===== src/link_cfg_pkg.sv =====
// shared constants and types for the link mode and lane parameter block
package link_cfg_pkg;
  // register offsets (register port, byte offsets)
  localparam logic [7:0] OFS_ENABLE = 8'h00;
  localparam logic [7:0] OFS_MODE = 8'h04;
  localparam logic [7:0] OFS_KSET = 8'h08;
  localparam logic [7:0] OFS_DEVID = 8'h0C;
  localparam logic [7:0] OFS_CTRL = 8'h10;
  localparam logic [7:0] OFS_INSEL = 8'h14;
  localparam logic [7:0] OFS_STATUS = 8'h18;
  localparam logic [7:0] OFS_PARAM0 = 8'h1C;
  localparam logic [7:0] OFS_PARAM1 = 8'h20;
  localparam logic [7:0] OFS_CHKSUM = 8'h24;
  // reset values
  localparam logic [6:0] RST_MODE = 7'h05;
  localparam logic [7:0] RST_KSET = 8'h1F;
  localparam logic [7:0] RST_DEVID = 8'h00;
  // input selector encodings
  localparam logic [1:0] INSEL_FIRST = 2'h0;
  localparam logic [1:0] INSEL_SECOND = 2'h1;
  localparam logic [1:0] INSEL_BOTH = 2'h2;
  // fixed alignment sequence field values
  localparam logic [3:0] JESDV_VAL = 4'h1;
  localparam logic [2:0] SUBCLASSV_VAL = 3'h1;
  localparam logic [7:0] E_VAL = 8'h01;
  localparam logic [8:0] K64_SCALE = 9'h100;
  // R stored in 1/32 units of a bit per clock
  localparam logic [7:0] R_1P03 = 8'h21;
  localparam logic [7:0] R_1P25 = 8'h28;
  localparam logic [7:0] R_2P06 = 8'h42;
  localparam logic [7:0] R_2P5 = 8'h50;
  localparam logic [7:0] R_4P12 = 8'h84;

  typedef struct packed {
    logic valid;
    logic single_ch;
    logic enc64;
    logic [7:0] rate_r;
    logic [1:0] links;
    logic [4:0] lanes_m1;
    logic [7:0] f_m1;
    logic [4:0] m_m1;
    logic [4:0] n_m1;
    logic [4:0] np_m1;
    logic [4:0] s_m1;
    logic [7:0] e_val;
  } mode_params_t;

  typedef struct packed {
    logic [7:0] devid;
    logic [4:0] lanes_m1;
    logic scr;
    logic [7:0] f_m1;
    logic [7:0] k_m1;
    logic [4:0] m_m1;
    logic [4:0] n_m1;
    logic [4:0] np_m1;
    logic [4:0] s_m1;
  } ilas_fields_t;
endpackage


===== src/link_mode_params.sv =====
// link mode decode, lane parameter derivation and alignment checksum
//
// Summary of operation
// - single-channel mode samples at twice clock
// - dual-input mode: single-channel mode, both inputs
// - dual-input mode links like single-channel
// - interleave flag derived from link mode
// - bits per lane per clock derived
// - one mode selector sets all parameters except 8b/10b K, device identifier and scrambler
// - K from register only in 8b/10b
// - E fixed at 1 in 64b/66b
// - ILAS in 8b/10b only, same parameters
// - adjust, bank, control, reserved fields zero
// - control bits field reported zero
// - high-density field reported zero
// - device identifier from user register
// - scrambler field follows control register
// - converter count is packing value
// - N and N' reported separately
// - checksum is field sum modulo 256
// - 64b/66b K equals 256 times E over F
//
// The register addresses and strobed register access were chosen for this implementation.
`timescale 1ns/1ps
`default_nettype none
module link_mode_params
  import link_cfg_pkg::*;
(
  input wire logic clk,
  input wire logic rst_n,
  input wire logic clk_en,
  input wire logic [7:0] reg_addr,
  input wire logic [31:0] reg_wdata,
  input wire logic reg_wr,
  input wire logic reg_rd,
  output logic [31:0] reg_rdata,
  output logic serial_link_enable,
  output logic interleave_en,
  output logic enc64_active,
  output logic ilas_send_en,
  output logic dual_input_en,
  output logic [1:0] adc_input_route,
  output logic [7:0] lane_rate_r,
  output logic [4:0] lanes_active_m1,
  output logic [7:0] frame_octets_m1,
  output logic [8:0] multiframe_frames,
  output logic [7:0] ilas_chksum,
  output logic cal_pending
);

  //////////////////////////////////////////////////////////////////////////
  // decode of one link mode into its transport parameters
  function automatic mode_params_t decode_mode(input logic [6:0] md);
    mode_params_t p;
    p = '0;
    p.links = 2'h2;
    p.f_m1 = 8'h00;
    p.m_m1 = 5'h00;
    p.n_m1 = 5'h07;
    p.np_m1 = 5'h07;
    // single-channel modes interleave both converters
    case (md)
      7'h05: begin
        p.valid = 1'b1;
        p.single_ch = 1'b1;
        p.lanes_m1 = 5'h03;
        p.rate_r = R_2P5;
      end
      7'h07: begin
        p.valid = 1'b1;
        p.lanes_m1 = 5'h03;
        p.rate_r = R_2P5;
      end
      7'h06: begin
        p.valid = 1'b1;
        p.single_ch = 1'b1;
        p.lanes_m1 = 5'h07;
        p.rate_r = R_1P25;
      end
      7'h08: begin
        p.valid = 1'b1;
        p.lanes_m1 = 5'h07;
        p.rate_r = R_1P25;
      end
      7'h22: begin
        p.valid = 1'b1;
        p.single_ch = 1'b1;
        p.enc64 = 1'b1;
        p.lanes_m1 = 5'h01;
        p.rate_r = R_4P12;
      end
      7'h23: begin
        p.valid = 1'b1;
        p.enc64 = 1'b1;
        p.lanes_m1 = 5'h01;
        p.rate_r = R_4P12;
      end
      7'h2C: begin
        p.valid = 1'b1;
        p.single_ch = 1'b1;
        p.enc64 = 1'b1;
        p.lanes_m1 = 5'h03;
        p.rate_r = R_2P06;
      end
      7'h2D: begin
        p.valid = 1'b1;
        p.enc64 = 1'b1;
        p.lanes_m1 = 5'h03;
        p.rate_r = R_2P06;
      end
      7'h32: begin
        p.valid = 1'b1;
        p.single_ch = 1'b1;
        p.enc64 = 1'b1;
        p.lanes_m1 = 5'h07;
        p.rate_r = R_1P03;
      end
      7'h33: begin
        p.valid = 1'b1;
        p.enc64 = 1'b1;
        p.lanes_m1 = 5'h07;
        p.rate_r = R_1P03;
      end
      default: begin
        p.valid = 1'b0;
      end
    endcase
    p.s_m1 = p.lanes_m1; // S equals lanes per link in every mode
    p.e_val = p.enc64 ? E_VAL : 8'h00;
    return p;
  endfunction

  //////////////////////////////////////////////////////////////////////////
  // checksum over the alignment fields, each field as transmitted
  function automatic logic [7:0] ilas_sum(input ilas_fields_t f);
    logic [11:0] s;
    s = 12'h000;
    s = s + {4'h0, f.devid};
    // adjust count, bank id, adjust direction, lane id, cf, cs, hd,
    // reserved fields all contribute zero
    s = s + {7'h00, f.lanes_m1};
    s = s + {11'h000, f.scr};
    s = s + {4'h0, f.f_m1};
    s = s + {4'h0, f.k_m1};
    s = s + {7'h00, f.m_m1};
    s = s + {7'h00, f.n_m1};
    s = s + {7'h00, f.np_m1};
    s = s + {9'h000, SUBCLASSV_VAL};
    s = s + {8'h00, JESDV_VAL};
    s = s + {7'h00, f.s_m1};
    return s[7:0];
  endfunction

  //////////////////////////////////////////////////////////////////////////
  // registers
  logic enable_r;
  logic [6:0] mode_r;
  logic [7:0] kset_r;
  logic [7:0] devid_r;
  logic scr_r;
  logic [1:0] insel_r;
  logic cal_pend_r;
  logic [31:0] rdata_r;

  wire wr_enable = reg_wr && reg_addr == OFS_ENABLE;
  wire link_off = !enable_r;
  // parameter writes except the input selector only land while the link is held off
  wire wr_mode = reg_wr && reg_addr == OFS_MODE && link_off;
  wire wr_kset = reg_wr && reg_addr == OFS_KSET && link_off;
  wire wr_devid = reg_wr && reg_addr == OFS_DEVID && link_off;
  wire wr_ctrl = reg_wr && reg_addr == OFS_CTRL && link_off;
  wire wr_insel = reg_wr && reg_addr == OFS_INSEL;
  // bit 0 of status written as 1 acknowledges a calibration
  wire wr_calack = reg_wr && reg_addr == OFS_STATUS && reg_wdata[0];
  // selector code 3 is not a legal route and is dropped
  wire insel_ok = wr_insel && reg_wdata[1:0] != 2'h3;
  wire insel_change = insel_ok && reg_wdata[1:0] != insel_r;

  // next values; each register except cal_pend_r holds unless its own write lands
  wire enable_nxt = wr_enable ? reg_wdata[0] : enable_r;
  wire [6:0] mode_nxt = wr_mode ? reg_wdata[6:0] : mode_r;
  wire [7:0] kset_nxt = wr_kset ? reg_wdata[7:0] : kset_r;
  wire [7:0] devid_nxt = wr_devid ? reg_wdata[7:0] : devid_r;
  wire scr_nxt = wr_ctrl ? reg_wdata[0] : scr_r;
  wire [1:0] insel_nxt = insel_ok ? reg_wdata[1:0] : insel_r;
  // a new selection sets pending; set wins over acknowledge
  wire cal_pend_nxt = insel_change || (cal_pend_r && !wr_calack);

  always_ff @(posedge clk) begin
    if (!rst_n) begin
      enable_r <= 1'b0;
    end else if (clk_en) begin
      enable_r <= enable_nxt;
    end
  end

  always_ff @(posedge clk) begin
    if (!rst_n) begin
      mode_r <= RST_MODE;
    end else if (clk_en) begin
      mode_r <= mode_nxt;
    end
  end

  always_ff @(posedge clk) begin
    if (!rst_n) begin
      kset_r <= RST_KSET;
    end else if (clk_en) begin
      kset_r <= kset_nxt;
    end
  end

  always_ff @(posedge clk) begin
    if (!rst_n) begin
      devid_r <= RST_DEVID;
    end else if (clk_en) begin
      devid_r <= devid_nxt;
    end
  end

  always_ff @(posedge clk) begin
    if (!rst_n) begin
      scr_r <= 1'b0;
    end else if (clk_en) begin
      scr_r <= scr_nxt;
    end
  end

  always_ff @(posedge clk) begin
    if (!rst_n) begin
      insel_r <= INSEL_FIRST;
    end else if (clk_en) begin
      insel_r <= insel_nxt;
    end
  end

  always_ff @(posedge clk) begin
    if (!rst_n) begin
      cal_pend_r <= 1'b0;
    end else if (clk_en) begin
      cal_pend_r <= cal_pend_nxt;
    end
  end

  //////////////////////////////////////////////////////////////////////////
  // derived parameters
  mode_params_t mp;
  ilas_fields_t fld;
  logic [7:0] k_m1_eff;
  logic [8:0] k64;
  logic [7:0] chk;

  assign mp = decode_mode(mode_r);
  // 64b/66b: K = 8*32*E/F; F is 1 here so K is 256*E
  assign k64 = 9'((K64_SCALE * 9'(mp.e_val)) / (9'(mp.f_m1) + 9'h001));
  assign k_m1_eff = mp.enc64 ? 8'(k64 - 9'h001) : kset_r;
  assign fld.devid = devid_r;
  assign fld.lanes_m1 = mp.lanes_m1;
  assign fld.scr = scr_r;
  assign fld.f_m1 = mp.f_m1;
  assign fld.k_m1 = k_m1_eff;
  assign fld.m_m1 = mp.m_m1;
  assign fld.n_m1 = mp.n_m1;
  assign fld.np_m1 = mp.np_m1;
  assign fld.s_m1 = mp.s_m1;
  assign chk = ilas_sum(fld);

  wire dual_in = mp.single_ch && insel_r == INSEL_BOTH;

  assign serial_link_enable = enable_r && mp.valid;
  assign interleave_en = mp.single_ch;
  assign enc64_active = mp.enc64;
  assign ilas_send_en = serial_link_enable && !mp.enc64;
  assign dual_input_en = dual_in;
  // dual-input only changes the analog routing, not the link path
  assign adc_input_route = insel_r;
  assign lane_rate_r = mp.rate_r;
  assign lanes_active_m1 = mp.lanes_m1;
  assign frame_octets_m1 = mp.f_m1;
  assign multiframe_frames = mp.enc64 ? k64 : 9'(kset_r) + 9'h001;
  assign ilas_chksum = chk;
  assign cal_pending = cal_pend_r;

  //////////////////////////////////////////////////////////////////////////
  // read port, data one cycle after the strobe
  logic [31:0] rd_mux;
  always_comb begin
    rd_mux = 32'h0000_0000;
    case (reg_addr)
      OFS_ENABLE: rd_mux = {31'h0, enable_r};
      OFS_MODE: rd_mux = {25'h0, mode_r};
      OFS_KSET: rd_mux = {24'h0, kset_r};
      OFS_DEVID: rd_mux = {24'h0, devid_r};
      OFS_CTRL: rd_mux = {31'h0, scr_r};
      OFS_INSEL: rd_mux = {30'h0, insel_r};
      OFS_STATUS: rd_mux = {27'h0, mp.enc64, dual_in, mp.single_ch,
                            mp.valid, cal_pend_r};
      OFS_PARAM0: rd_mux = {mp.rate_r, 3'h0, mp.lanes_m1, mp.f_m1,
                            k_m1_eff};
      // only the low nibble of E fits; E never exceeds 1
      OFS_PARAM1: rd_mux = {mp.e_val[3:0], 1'b0, mp.m_m1, 1'b0, mp.n_m1,
                            3'h0, mp.np_m1, mp.links, 1'b0, mp.s_m1};
      OFS_CHKSUM: rd_mux = {24'h0, chk};
      default: rd_mux = 32'h0000_0000;
    endcase
  end

  always_ff @(posedge clk) begin
    if (!rst_n) begin
      rdata_r <= 32'h0000_0000;
    end else if (clk_en) begin
      rdata_r <= reg_rd ? rd_mux : 32'h0000_0000;
    end
  end
  assign reg_rdata = rdata_r;

endmodule
`default_nettype wire


===== config.mk =====
export PLATFORM = sky130hd
export DESIGN_NAME = link_mode_params
export DESIGN_NICKNAME = d
export VERILOG_FILES = /design/src/link_cfg_pkg.sv /design/src/link_mode_params.sv
export SDC_FILE = /design/constraint.sdc
export NUM_CORES = 1
export LEC_CHECK = 0
export ABC_AREA = 1
export BUFFER_PORTS_ARGS = -buffer_cell sky130_fd_sc_hd__clkbuf_2
export CELL_PAD_IN_SITES_DETAIL_PLACEMENT = 0
export CELL_PAD_IN_SITES_GLOBAL_PLACEMENT = 1
export CORE_MARGIN = 1.5
export CORE_UTILIZATION = 31
export DETAILED_ROUTE_END_ITERATION = 6
export PLACE_DENSITY = 0.82
export SYNTH_ARGS = -nofsm -noshare
export SYNTH_HDL_FRONTEND = slang
export SYNTH_SLANG_ARGS = --single-unit

===== constraint.sdc =====
create_clock -name clk -period 3.1 [get_ports clk]
set_input_delay 0.31 -clock clk [delete_from_list [all_inputs] [get_ports clk]]
set_output_delay 0.31 -clock clk [all_outputs]
set_load 0.02 [all_outputs]

; After elaboration in Yosys (flattened, before gate mapping)
; Cells that the tools add are included.
[totals]
register_bits = 60
output_inout_bits = 78
[classes]
mux = 10
eq_ne = 22
addsub = 10
reduce_logical = 39
[op_table]
columns = op, n
row1 = case mux 32 bit (10 select lines), 1
row2 = "== test 7 x 6 -> 1 bit, second input constant", 6
row3 = case mux 8 bit (5 select lines), 1
row4 = "== test 8 x 5 -> 1 bit, second input constant", 4
row5 = two-way mux 32 bit, 1
row6 = "== test 7 x 3 -> 1 bit, second input constant", 3
row7 = logical AND 1 bit, 18
row8 = "adder 8 x 1 -> 8 bit, second input constant", 2
row9 = "adder 8 x 3 -> 8 bit, second input constant", 2
row10 = "== test 8 x 4 -> 1 bit, second input constant", 2
row11 = "== test 8 x 6 -> 1 bit, second input constant", 2
row12 = AND reduction 2 bit, 6
row13 = OR reduction 10 bit, 1
row14 = OR reduction 2 bit, 5
row15 = "adder 8 x 1 -> 9 bit, second input constant", 1
row16 = two-way mux 9 bit, 1
row17 = case mux 3 bit (3 select lines), 1
row18 = adder 8 x 1 -> 8 bit, 1
row19 = adder 8 x 3 -> 8 bit, 1
row20 = adder 8 x 5 -> 8 bit, 1
row21 = adder 8 bit, 1
row22 = "== test 8 x 3 -> 1 bit, second input constant", 1
row23 = zero test 8 bit, 1
row24 = two-way mux 8 bit, 1
row25 = 11 further kinds, 17

; Depth between registers and ports, before layout
; Gate-level depths: netlist of the first run.
[logic_depth]
word_depth = 13
depth_mapped = 19
mapped_depth_nobuf = 19

; Worst setup path before layout of the first run
; Ideal clock, no wire load.
[synth_path]
path_type = register to register
from = register mode_r[2]
to = register rdata_r[3] (netlist: reg_rdata[3])
path_slack_ns = -0.365
arrival_ns = 3.394
path_stages_with_launch = 18
required_ns = 3.029
setup_time_ns = 0.071
path_buffers = 0
synth_period_minus_slack_ns = 3.465
cell_sequence = dfxtp_1 > inv_1 > nand3_1 > nor2_1 > nor2_1 > nand4_1 > inv_1 > fa_1 > inv_1 > ha_1 > fa_1 > xor2_1 > nand2_1 > nand3_1 > a21oi_1 > nand2_1 > nand2_1 > a21oi_1
[synth_between]
elab_chain_cells = 13
[synth_lines]
columns = element, line_no
row1 = from (decl), link_mode_params.sv:157  ; logic [6:0] mode_r;
row2 = from (signal assigned), link_mode_params.sv:201  ; mode_r <= mode_nxt;
row3 = == test 7 x 6 -> 1 bit (tied with other cells), link_mode_params.sv:62  ; case (md)
row4 = OR reduction 4 bit (no line) / OR reduction 2 bit (equally long branches), --
row5 = case mux 3 bit (3 select lines) (*), link_mode_params.sv:62
row6 = named net lanes_active_m1[0], link_mode_params.sv:44  ; output logic [4:0] lanes_active_m1,
row7 = adder 8 x 3 -> 8 bit, link_mode_params.sv:141  ; s = s + {7'h00, f.lanes_m1};
row8 = adder 8 x 1 -> 8 bit, link_mode_params.sv:142  ; s = s + {11'h000, f.scr};
row9 = adder 8 bit, link_mode_params.sv:144  ; s = s + {4'h0, f.k_m1};
row10 = adder 8 x 3 -> 8 bit, link_mode_params.sv:146  ; s = s + {7'h00, f.n_m1};
row11 = adder 8 x 3 -> 8 bit, link_mode_params.sv:147  ; s = s + {7'h00, f.np_m1};
row12 = adder 8 x 1 -> 8 bit, link_mode_params.sv:148  ; s = s + {9'h000, SUBCLASSV_VAL};
row13 = adder 8 x 1 -> 8 bit, link_mode_params.sv:149  ; s = s + {8'h00, JESDV_VAL};
row14 = adder 8 x 5 -> 8 bit (*), link_mode_params.sv:150  ; s = s + {7'h00, f.s_m1};
row15 = named net ilas_chksum[3], link_mode_params.sv:47  ; output logic [7:0] ilas_chksum,
row16 = case mux 32 bit (10 select lines) (*), link_mode_params.sv:289  ; case (reg_addr)
row17 = two-way mux 32 bit (*), link_mode_params.sv:312  ; rdata_r <= reg_rd ? rd_mux : 32'h0000_0000;
row18 = to (signal assigned), link_mode_params.sv:312
row19 = to (decl), link_mode_params.sv:163  ; logic [31:0] rdata_r;
; Mark *: on every way through the listed nets, which the timed path passes. The rest lies on a longest branch.
; A chain may end at the register's enable or synchronous reset.

; Worst setup path after layout of the first run
[layout_path]
from = register mode_r[6]
to = output port ilas_chksum[7]
[layout_between]
elab_chain_cells = 11
[layout_lines]
columns = element, line_no
row1 = == test 7 x 6 -> 1 bit (tied with other cells), link_mode_params.sv:62
row2 = OR reduction 4 bit (no line) / OR reduction 2 bit (equally long branches), --
row3 = case mux 3 bit (3 select lines), link_mode_params.sv:62
row4 = adder 8 x 3 -> 8 bit, link_mode_params.sv:141
row5 = adder 8 x 1 -> 8 bit, link_mode_params.sv:142
row6 = adder 8 bit, link_mode_params.sv:144
row7 = adder 8 x 3 -> 8 bit, link_mode_params.sv:146
row8 = adder 8 x 3 -> 8 bit, link_mode_params.sv:147
row9 = adder 8 x 1 -> 8 bit, link_mode_params.sv:148
row10 = adder 8 x 1 -> 8 bit, link_mode_params.sv:149
row11 = adder 8 x 5 -> 8 bit (*), link_mode_params.sv:150
row12 = to (decl), link_mode_params.sv:47
; Mark *: on every way between the ends. The rest lies on a longest branch, timed or not.

==> results.yml, run 1 <==
grt:
  grt_start_max_net_pins: 27
  grt_pass1_wl_mm: 16.4
  antenna_found_initial: 0
  first_global_vias: 3388
  grt_use_total_pct: 18.0
  grt_overflow_total: 0
clocking:
  cts_sinks: 47
  hold_buffers: 0
  cts_tree: "yes"
  ctsHtreeMaxLevel: 2
  clock_latency_ps: 300
  path_clk_slew_ps: 90
  cts_buffers: 5
  cts_buffer_depth: 2
  cts-root-buf: "clkbuf_8"
yosys:
  syn-cell-area_um2: 3390
  ys_top_cells_by_count: "nand2_1 (126), inv_1 (67), dfxtp_1 (47)"
  synth_ff_type: "dfxtp_1"
  synth_edf_count: 0
  ys_types: 42
  syn_avg_cell_area_um2: 6.55
  yosys_warnings: 0
  yosys.area.top_type_share_pct: 27.8
  ys_seq_elements: 47
  synth_seq_area_share_pct: 27.8
  yosysMostFrequentCell: "nand2_1"
  synthArstFlopShare_pct: 0
  syn_inst: 517
  netlist_top_cells_area: "dfxtp_1 (28%), nand2_1 (14%), inv_1 (7.4%), a21oi_1 (6.5%), nand3_1 (6.4%)"
  synth_top_area_cell: "dfxtp_1"
placed_design:
  place_inst: 750
  post-place-ws_ps: -99.1
  hpwlAfterDp_mm: 8.18
  gp_routability_congestion: 0.908
  dpl-instance-area_um2: 4100
  portBuffers: 78
layout:
  finalCoreUtilization_pct: 43.5
  insertedDiodeCount: 0
  layout.cells.non_filler: 774
  nets: 697
  area_growth_pct: 34.4
  drive_gt1_share_pct: 33.7
  design_area_um2: 4550
routing:
  viasPerCell: 4.78
  ant_nets: 0
  drt_iter0_markers: 165
  routed_wl_mm: 10.4
  firstDrtPassIters: 4
  drc: 0
  dr_total_vias: 3698
  wl_per_cell_um: 13.5
power_and_ir_drop:
  total_power_mw: 1.09
  vdd_drop_max_mv: 0.149
  powerDensity_nw_per_um2: 239
  leakagePower_nw: 2.25
floorplan:
  ios: 123
  rows: 37
  die_w_um: 108
  fp.dieH_um: 108
  coreArea_um2: 10500
  start_util_pct: 32.4
  dieArea_um2: 11600
critical_path:
  crit_path_end: "ilas_chksum[7]"
  r2r_start: "mode_r[6]"
  r2r-end: "reg_rdata[3]"
  cp_data_required_time_ps: 2790
  start_kind: "register"
  cp_data_arrival_time_ps: 3110
  startpoint: "mode_r[6]"
  worstSetupPathType: "register to output port"
  cpMaxStageDelayCell: "fa_1"
  ff2ff_path_depth: 20
  rrSetupSlack_ps: -110
  path_cells: "nor2_4 > buf_6 > nand3_4 > inv_4 > nor2_4 > nand4_1 > inv_2 > fa_1 > inv_2 > ha_4 > fa_2 > nand4_1 > inv_1 > nor2_1 > nand2_1 > and2_4 > buf_8"
  max_stage_delay_ps: 550
  path_max_fanout: 4
  crit_path_end_kind: "output port"
sta:
  fmax_mhz: 292
  tightest_slew_ps: 741
  finClkSkew_ps: 10.2
  rsz0062_at_grt: "true"
  report.final.slew_viol_count: 0
  slew_headroom_pct: 50.6
  finalCritPeriodShare_pct: 110
  fin_crit_ps: 3420
  setup_viol: 9
  final_hold_viol_count: 0
  worst_slack_ps: -321
outcome:
  violations: "setup timing"
  status: "complete, but fails checks"
flow_run:
  max-cap-violations: 0
min_path:
  hp-class: "input port to register"
==> where the power goes <==
| part | internal, mW | switching (mW) | leakage (nW) | total [mW] |
|---|---|---|---|---|
| Clock | 0.158 | 0.218 | 0.0412 | 0.376 |
| Sequential | 0.601 | 0.000631 | 0.382 | 0.602 |
| Combinational | 0.0292 | 0.0822 | 1.83 | 0.111 |
==> layout by cell type (no fill, tap or decap), drive strengths merged <==
| cell type | instances |
|---|---|
| a21oi | 46 |
| a311oi | 2 |
| a31oi | 1 |
| and2 | 2 |
| and3 | 1 |
| buf | 56 |
| clkbuf | 80 |
| clkinv | 2 |
| clkinvlp | 1 |
| conb | 20 |
| dfxtp | 47 |
| fa | 5 |
| ha | 10 |
| inv | 70 |
| nand2 | 127 |
| nand2b | 1 |
| nand3 | 47 |
| nand3b | 1 |
| nand4 | 6 |
| nor2 | 57 |
| nor3 | 6 |
| o211ai | 6 |
| o21ai | 32 |
| o21bai | 1 |
| o22ai | 1 |
| o31ai | 1 |
| or2 | 3 |
| xnor2 | 2 |
| xor2 | 4 |
==> worst max-delay path: cells and delay by family, from the launching register on <==
kind,cells,cell delay [ps]
buf+inv,6,500
fa+ha+maj,3,1110
simple gates,8,840
flops,1,350
==> worst min-delay path by stage <==
stage | startpoint | end | slack [ps] | cells past startpoint
detailed placement | reg_rdata[7] | reg_rdata[7] | 460 | 2
CTS | reg_wdata[4] | kset_r[4] | 270 | 3
finish | reg_wdata[4] | kset_r[4] | 270 | 3
floorplan | reg_wdata[1] | kset_r[1] | 440 | 2
global route | reg_wdata[4] | kset_r[4] | 280 | 3
global placement | reg_rdata[29] | reg_rdata[29] | 460 | 2
==> registers in the layout (all words and copies together), names as in the netlist <==
| signal | cells |
|---|---|
| adc_input_route | 2 |
| cal_pending | 1 |
| devid_r | 8 |
| enable_r | 1 |
| kset_r | 8 |
| mode_r | 7 |
| reg_rdata | 19 |
| scr_r | 1 |
==> metal layers <==
layer  vias up  track usage [%]  routed length [um]
met4         0             4.32                 159
met1      1726             24.9                4780
met2        97             28.8                4910
li1       1860                -                   -
met3        15             3.57                 580
met5         -                0                   0
==> stage by stage <==
stage | hold slack, ps | setup TNS (ps)
4_1_cts | 272 | -620
5_1_grt | 277 | -2560
2_1_floorplan | 436 | -8.83
6_report | 274 | -1180
3_3_place_gp | 456 | -183
3_5_place_dp | 457 | -303
==> final cells by class <==
class,instances,area (um2)
timing repair buffer,130,857
tap,136,170
clock inverter,2,12.5
clock buffer,6,72.6
fill,1106,5910
inverter,71,274
sequential,47,956
multi-input combinational,382,2210
==> cell families after synthesis <==
kind of cell	synth area share, %
AOI/OAI and AO/OA	14.7
DFF	27.8
and+or+nand+nor	33.9
buffers and inverters	15.3
xor gates and xnor gates	1.55
adders and majority gates	6.65
other	0.111
==> repair_timing <==
| item | in CTS | in global routing |
|---|---|---|
| endpoints found under the setup margin | 10 | 11 |
| endpoints found under the hold margin | 0 | 0 |
| pin swaps | 13 | 19 |
| gates cloned | 0 | 0 |
| buffers inserted | 9 | 7 |
| resized for setup | 44 | 32 |
(Power assumes the default switching activity.)
==> run 2, diff against run 1 <==
Settings changed: BUFFER_PORTS_ARGS -buffer_cell sky130_fd_sc_hd__clkbuf_2 to unset, CORE_UTILIZATION 31 to 39, DONT_BUFFER_PORTS set to 1, PLACE_DENSITY 0.82 to 0.81.
==> run 2 against run 1 <==
The flow still finishes with violations (setup timing); clock power is 2% higher; via count is 2.3% lower; critical path depth is 3 lower; count of clock-buffer cells in the layout stayed put; register-to-register slack hardly changed; final area is 5.4% lower; wire length is 3.0% higher; critical endpoint unchanged; highest routed layer unchanged.
==> results.yml, run 2 (synthesis results as in run 1) <==
power_and_ir_drop:
  leakagePower_nw: 1.97
  intPower_mw: 0.778
  clkPwrFrac_pct: 35.9
  seq_power_share_pct: 56.5
  power_frac_comb_pct: 7.6
  p_switching_mw: 0.287
  vdd_drop_max_mv: 0.149
  powerDensity_nw_per_um2: 247
  sw_frac_of_total_pct: 26.9
grt:
  first_global_vias: 3193
  grt_use_total_pct: 22.7
  antenna_found_initial: 0
  grt_start_max_net_pins: 27
  grt_pass1_wl_mm: 15.8
  grt_overflow_total: 0
critical_path:
  rrSetupSlack_ps: -100
  start_kind: "register"
  worstSetupPathType: "register to output port"
  cp_data_arrival_time_ps: 3040
  cp_data_required_time_ps: 2790
  r2r-end: "reg_rdata[3]"
  ff2ff_path_depth: 18
  r2r_start: "mode_r[4]"
  crit_path_end_kind: "output port"
  path_max_fanout: 4
routing:
  drt_iter0_markers: 220
  drc: 0
  viasPerCell: 5.30
  ant_nets: 0
  routed_wl_mm: 10.7
  firstDrtPassIters: 5
  wl_per_cell_um: 15.8
  dr_total_vias: 3612
sta:
  slew_headroom_pct: 55.1
  fmax_mhz: 298
  worst_slack_ps: -250
  final_hold_viol_count: 0
  rsz0062_at_grt: "true"
  finalCritPeriodShare_pct: 108
  tightest_slew_ps: 673
  finClkSkew_ps: 5.28
  report.final.slew_viol_count: 0
  setup_viol: 8
  finalSetupTns_ps: -945
  fin_crit_ps: 3350
placed_design:
  portBuffers: 0
  hpwlAfterDp_mm: 7.62
  gp_routability_congestion: 0.886
  dpl-instance-area_um2: 3650
floorplan:
  coreArea_um2: 8300
  start_util_pct: 40.8
  die_w_um: 96.2
  dieArea_um2: 9250
  ios: 123
  fp.dieH_um: 96.2
  rows: 33
layout:
  area_growth_pct: 27.2
  nFillCells: 845
  insertedDiodeCount: 0
  layout_common_cells: "nand2_1 (115), inv_1 (56), buf_4 (52)"
  design_area_um2: 4310
  nets: 635
  drive_gt1_share_pct: 28.0
  mostFrequentLayoutCell: "nand2_1"
  largest_register_ff_count: 19
clocking:
  cts_buffers: 5
  clock_latency_ps: 310
  hold_buffers: 0
  path_clk_slew_ps: 90
  ctsHtreeMaxLevel: 2
  cts-root-buf: "clkbuf_8"
  cts_buffer_depth: 2
  cts_sinks: 47
  cts_tree: "yes"
flow_run:
  max-cap-violations: 0
min_path:
  whs_path_depth: 1
  hp-class: "input port to register"
  hp-start: "rst_n"
  holdPathEnd: "kset_r[1]"
outcome:
  violations: "setup timing"
  status: "complete, but fails checks"
-- run 2: power by group through the flow --
stage | Sequential [mW] | Combinational (mW) | Clock [mW]
after floorplan | 0.618 | 0.0870 | 0
after global placement | 0.618 | 0.0743 | 0
after detailed placement | 0.618 | 0.0751 | 0
after CTS | 0.603 | 0.0777 | 0.387
after global routing | 0.602 | 0.0891 | 0.413
final | 0.602 | 0.0809 | 0.382
-- run 2: worst max-delay path by stage --
stage	start	to	slack, ps	depth (start not counted)
floorplan	mode_r[2]	reg_rdata[5]	-9	19
global placement	mode_r[1]	reg_rdata[5]	6	17
detailed placement	mode_r[1]	reg_rdata[5]	-10	17
CTS	mode_r[6]	ilas_chksum[7]	-160	15
global route	mode_r[4]	ilas_chksum[7]	-380	14
finish	mode_r[4]	ilas_chksum[7]	-250	14
-- run 2: area by class of cell --
type                    count  area [um2]  area share [%]
multi-input cells         382        2270            52.8
repair buffers             68         583            13.5
inverters                  71         279            6.48
clock inverters             2        12.5           0.290
clock buffers               6        72.6            1.68
well taps                 105         131            3.05
flip-flops and latches     47         956            22.2
-- run 2: per-layer routing --
metal  vias to the layer above  global-route usage, %  share of wire, %
met1                      1698                   28.2                40
met3                        28                   4.27               8.5
li1                       1732                      -                 -
met5                         -                      0                 0
met4                         0                   8.46               2.6
met2                       154                   38.7                48
-- run 2: critical path: stages (launching register included) --
cell and delay [ps]:
dfxtp_4 360, nor2_4 200, nand2_2 90, nor2_2 100, nand2_2 100, nand4_1 140
inv_2 80, fa_1 500, inv_1 40, ha_2 190, fa_2 390, nand4_1 130
nand3_1 120, nand3_2 100, and2_4 190
-- run 2: what timing repair did --
item,4_1_cts,5_1_grt
pin swaps,10,27
setup endpoints to repair,8,10
setup buffers,22,18
gates resized for setup,35,50
-- run 2: metrics by stage --
stage | std cells | hold slack [ps] | worst slack (ps) | power, mW | utilization (%)
5_1_grt | 681 | 77.6 | -378 | 1.10 | 51.9
3_3_place_gp | 638 | 400 | 5.91 | 0.693 | 43.9
3_5_place_dp | 638 | 402 | -14.5 | 0.694 | 43.9
2_1_floorplan | 536 | 436 | -8.83 | 0.705 | -
4_1_cts | 668 | 80.9 | -158 | 1.07 | 48.3
6_report | 681 | 89.2 | -250 | 1.06 | 51.9
==> run 3, diff against run 2 <==
Settings changed: CELL_PAD_IN_SITES_DETAIL_PLACEMENT 0 to 1.
==> run 3 against run 2 <==
The flow still finishes with violations (setup timing); utilization down 1.4 points; sequential cell count unchanged; non-clock buffer count down 16; maximum frequency down 2.2%; clock power up 44%; sequential share of layout area up 0.54 points; largest power group unchanged; critical path depth down 1; combinational power up 3.0%.
==> results.yml, run 3 (synthesis results as in run 1) <==
clocking:
  cts_buffers: 5
  cts-root-buf: "clkbuf_8"
  cts_buffer_depth: 2
  clock_latency_ps: 310
  ctsHtreeMaxLevel: 2
  cts_sinks: 47
  path_clk_slew_ps: 100
  cts_tree: "yes"
critical_path:
  start_kind: "register"
  path_max_fanout: 6
  worstSetupPathType: "register to output port"
  cp_data_arrival_time_ps: 3120
  cp_data_required_time_ps: 2790
  crit_path_end_kind: "output port"
sta:
  final_hold_viol_count: 0
  report.final.slew_viol_count: 0
  worst_slack_ps: -326
  hold-worst-slack_ps: 88.7
  finClkSkew_ps: 9.73
  finalCritPeriodShare_pct: 111
  setup_viol: 9
  slew_headroom_pct: 49.4
  fmax_mhz: 292
  fin_crit_ps: 3430
  tightest_slew_ps: 758
  rsz0062_at_grt: "true"
floorplan:
  dieArea_um2: 9250
  rows: 33
  fp.dieH_um: 96.2
  start_util_pct: 40.8
  die_w_um: 96.2
  ios: 123
  coreArea_um2: 8300
outcome:
  violations: "setup timing"
  status: "complete, but fails checks"
min_path:
  hp-class: "input port to register"
grt:
  antenna_found_initial: 0
  grt_use_total_pct: 26.2
  grt_pass1_wl_mm: 18.1
  grt_start_max_net_pins: 27
  grt_overflow_total: 0
  first_global_vias: 3571
power_and_ir_drop:
  powerDensity_nw_per_um2: 295
  leakagePower_nw: 1.93
  sw_frac_of_total_pct: 23.8
  clkPwrFrac_pct: 44.6
  total_power_mw: 1.24
  vdd_drop_max_mv: 0.173
  intPower_mw: 0.942
  p_switching_mw: 0.295
  power_frac_comb_pct: 6.7
  seq_power_share_pct: 48.7
layout:
  nFillCells: 1083
  insertedDiodeCount: 0
  mostFrequentLayoutCell: "nand2_1"
  layout.cells.non_filler: 665
  drive_gt1_share_pct: 27.1
  nets: 619
  area_growth_pct: 23.9
  layout_common_cells: "nand2_1 (114), inv_1 (55), buf_4 (42)"
  largest_register_ff_count: 19
routing:
  firstDrtPassIters: 5
  viasPerCell: 5.63
  drc: 0
  wl_per_cell_um: 20.0
  routed_wl_mm: 13.3
  dr_total_vias: 3746
  ant_nets: 0
  drt_iter0_markers: 219
flow_run:
  max-cap-violations: 0
placed_design:
  gp_routability_congestion: 0.886
  portBuffers: 0
  place_inst: 638
  hpwlAfterDp_mm: 8.68
[run 3: metrics by stage]
stage	setup WS [ps]	cell area, um2	setup TNS (ps)	util (%)
finish	-326	4200	-1130	50.6
global route	-458	4200	-2380	50.6
CTS	-234	3940	-869	47.5
detailed placement	-116	3650	-637	43.9
global placement	5.91	3650	0	43.9
floorplan	-8.83	3520	-8.83	-
[run 3: timing repair]
item                       4_1_cts  5_1_grt
buffers inserted                 9       11
hold buffers                     0        0
setup endpoints to repair       11       12
pin swaps                        8        9
gates resized for setup         28       49
[run 3: power groups by stage]
stage | registers, mW | logic [mW] | clock network (mW)
after floorplan | 0.618 | 0.0870 | 0
after global placement | 0.618 | 0.0743 | 0
after detailed placement | 0.618 | 0.0764 | 0
after CTS | 0.603 | 0.0779 | 0.551
after global routing | 0.603 | 0.0913 | 0.572
final | 0.603 | 0.0833 | 0.551
[run 3: final cells by class]
cell class                      count  area, um2  area share [%]
Timing Repair Buffer               52        428            10.2
Sequential cell                    47        953            22.7
Tap cell                          105        131            3.13
Clock buffer                        6       72.6            1.73
Multi-Input combinational cell    382       2280            54.3
Inverter                           71        272            6.47
Clock inverter                      2       60.1            1.43
[run 3: metal layers]
layer,vias up,track usage [%],share of wire [%]
li1,1698,-,-
met1,1798,30.3,38
met2,196,47.5,49
met3,54,4.58,8.1
met4,0,10.3,5.2
met5,-,0,0
[run 3: worst max-delay path, cell delays in order, from the launching register on]
cell and delay [ps]:
dfxtp_4 390, buf_4 140, nor2_2 160, nand3_2 210
nand2_8 140, nor2_1 60, fa_1 480, inv_1 50
ha_2 200, fa_2 420, nand4_1 140, nand3_1 120
nand3_2 110, and2_4 180
[run 3: final timing paths]
| kind | startpoint | slack (ps) | depth (start not counted) | to |
|---|---|---|---|---|
| setup / recovery | mode_r[3] | -330 | 13 | ilas_chksum[7] |
| hold / removal | rst_n | 90 | 1 | kset_r[1] |
| setup reg to reg | mode_r[3] | -90 | 18 | reg_rdata[7] |
| hold reg to reg | mode_r[4] | 510 | 2 | mode_r[4] |
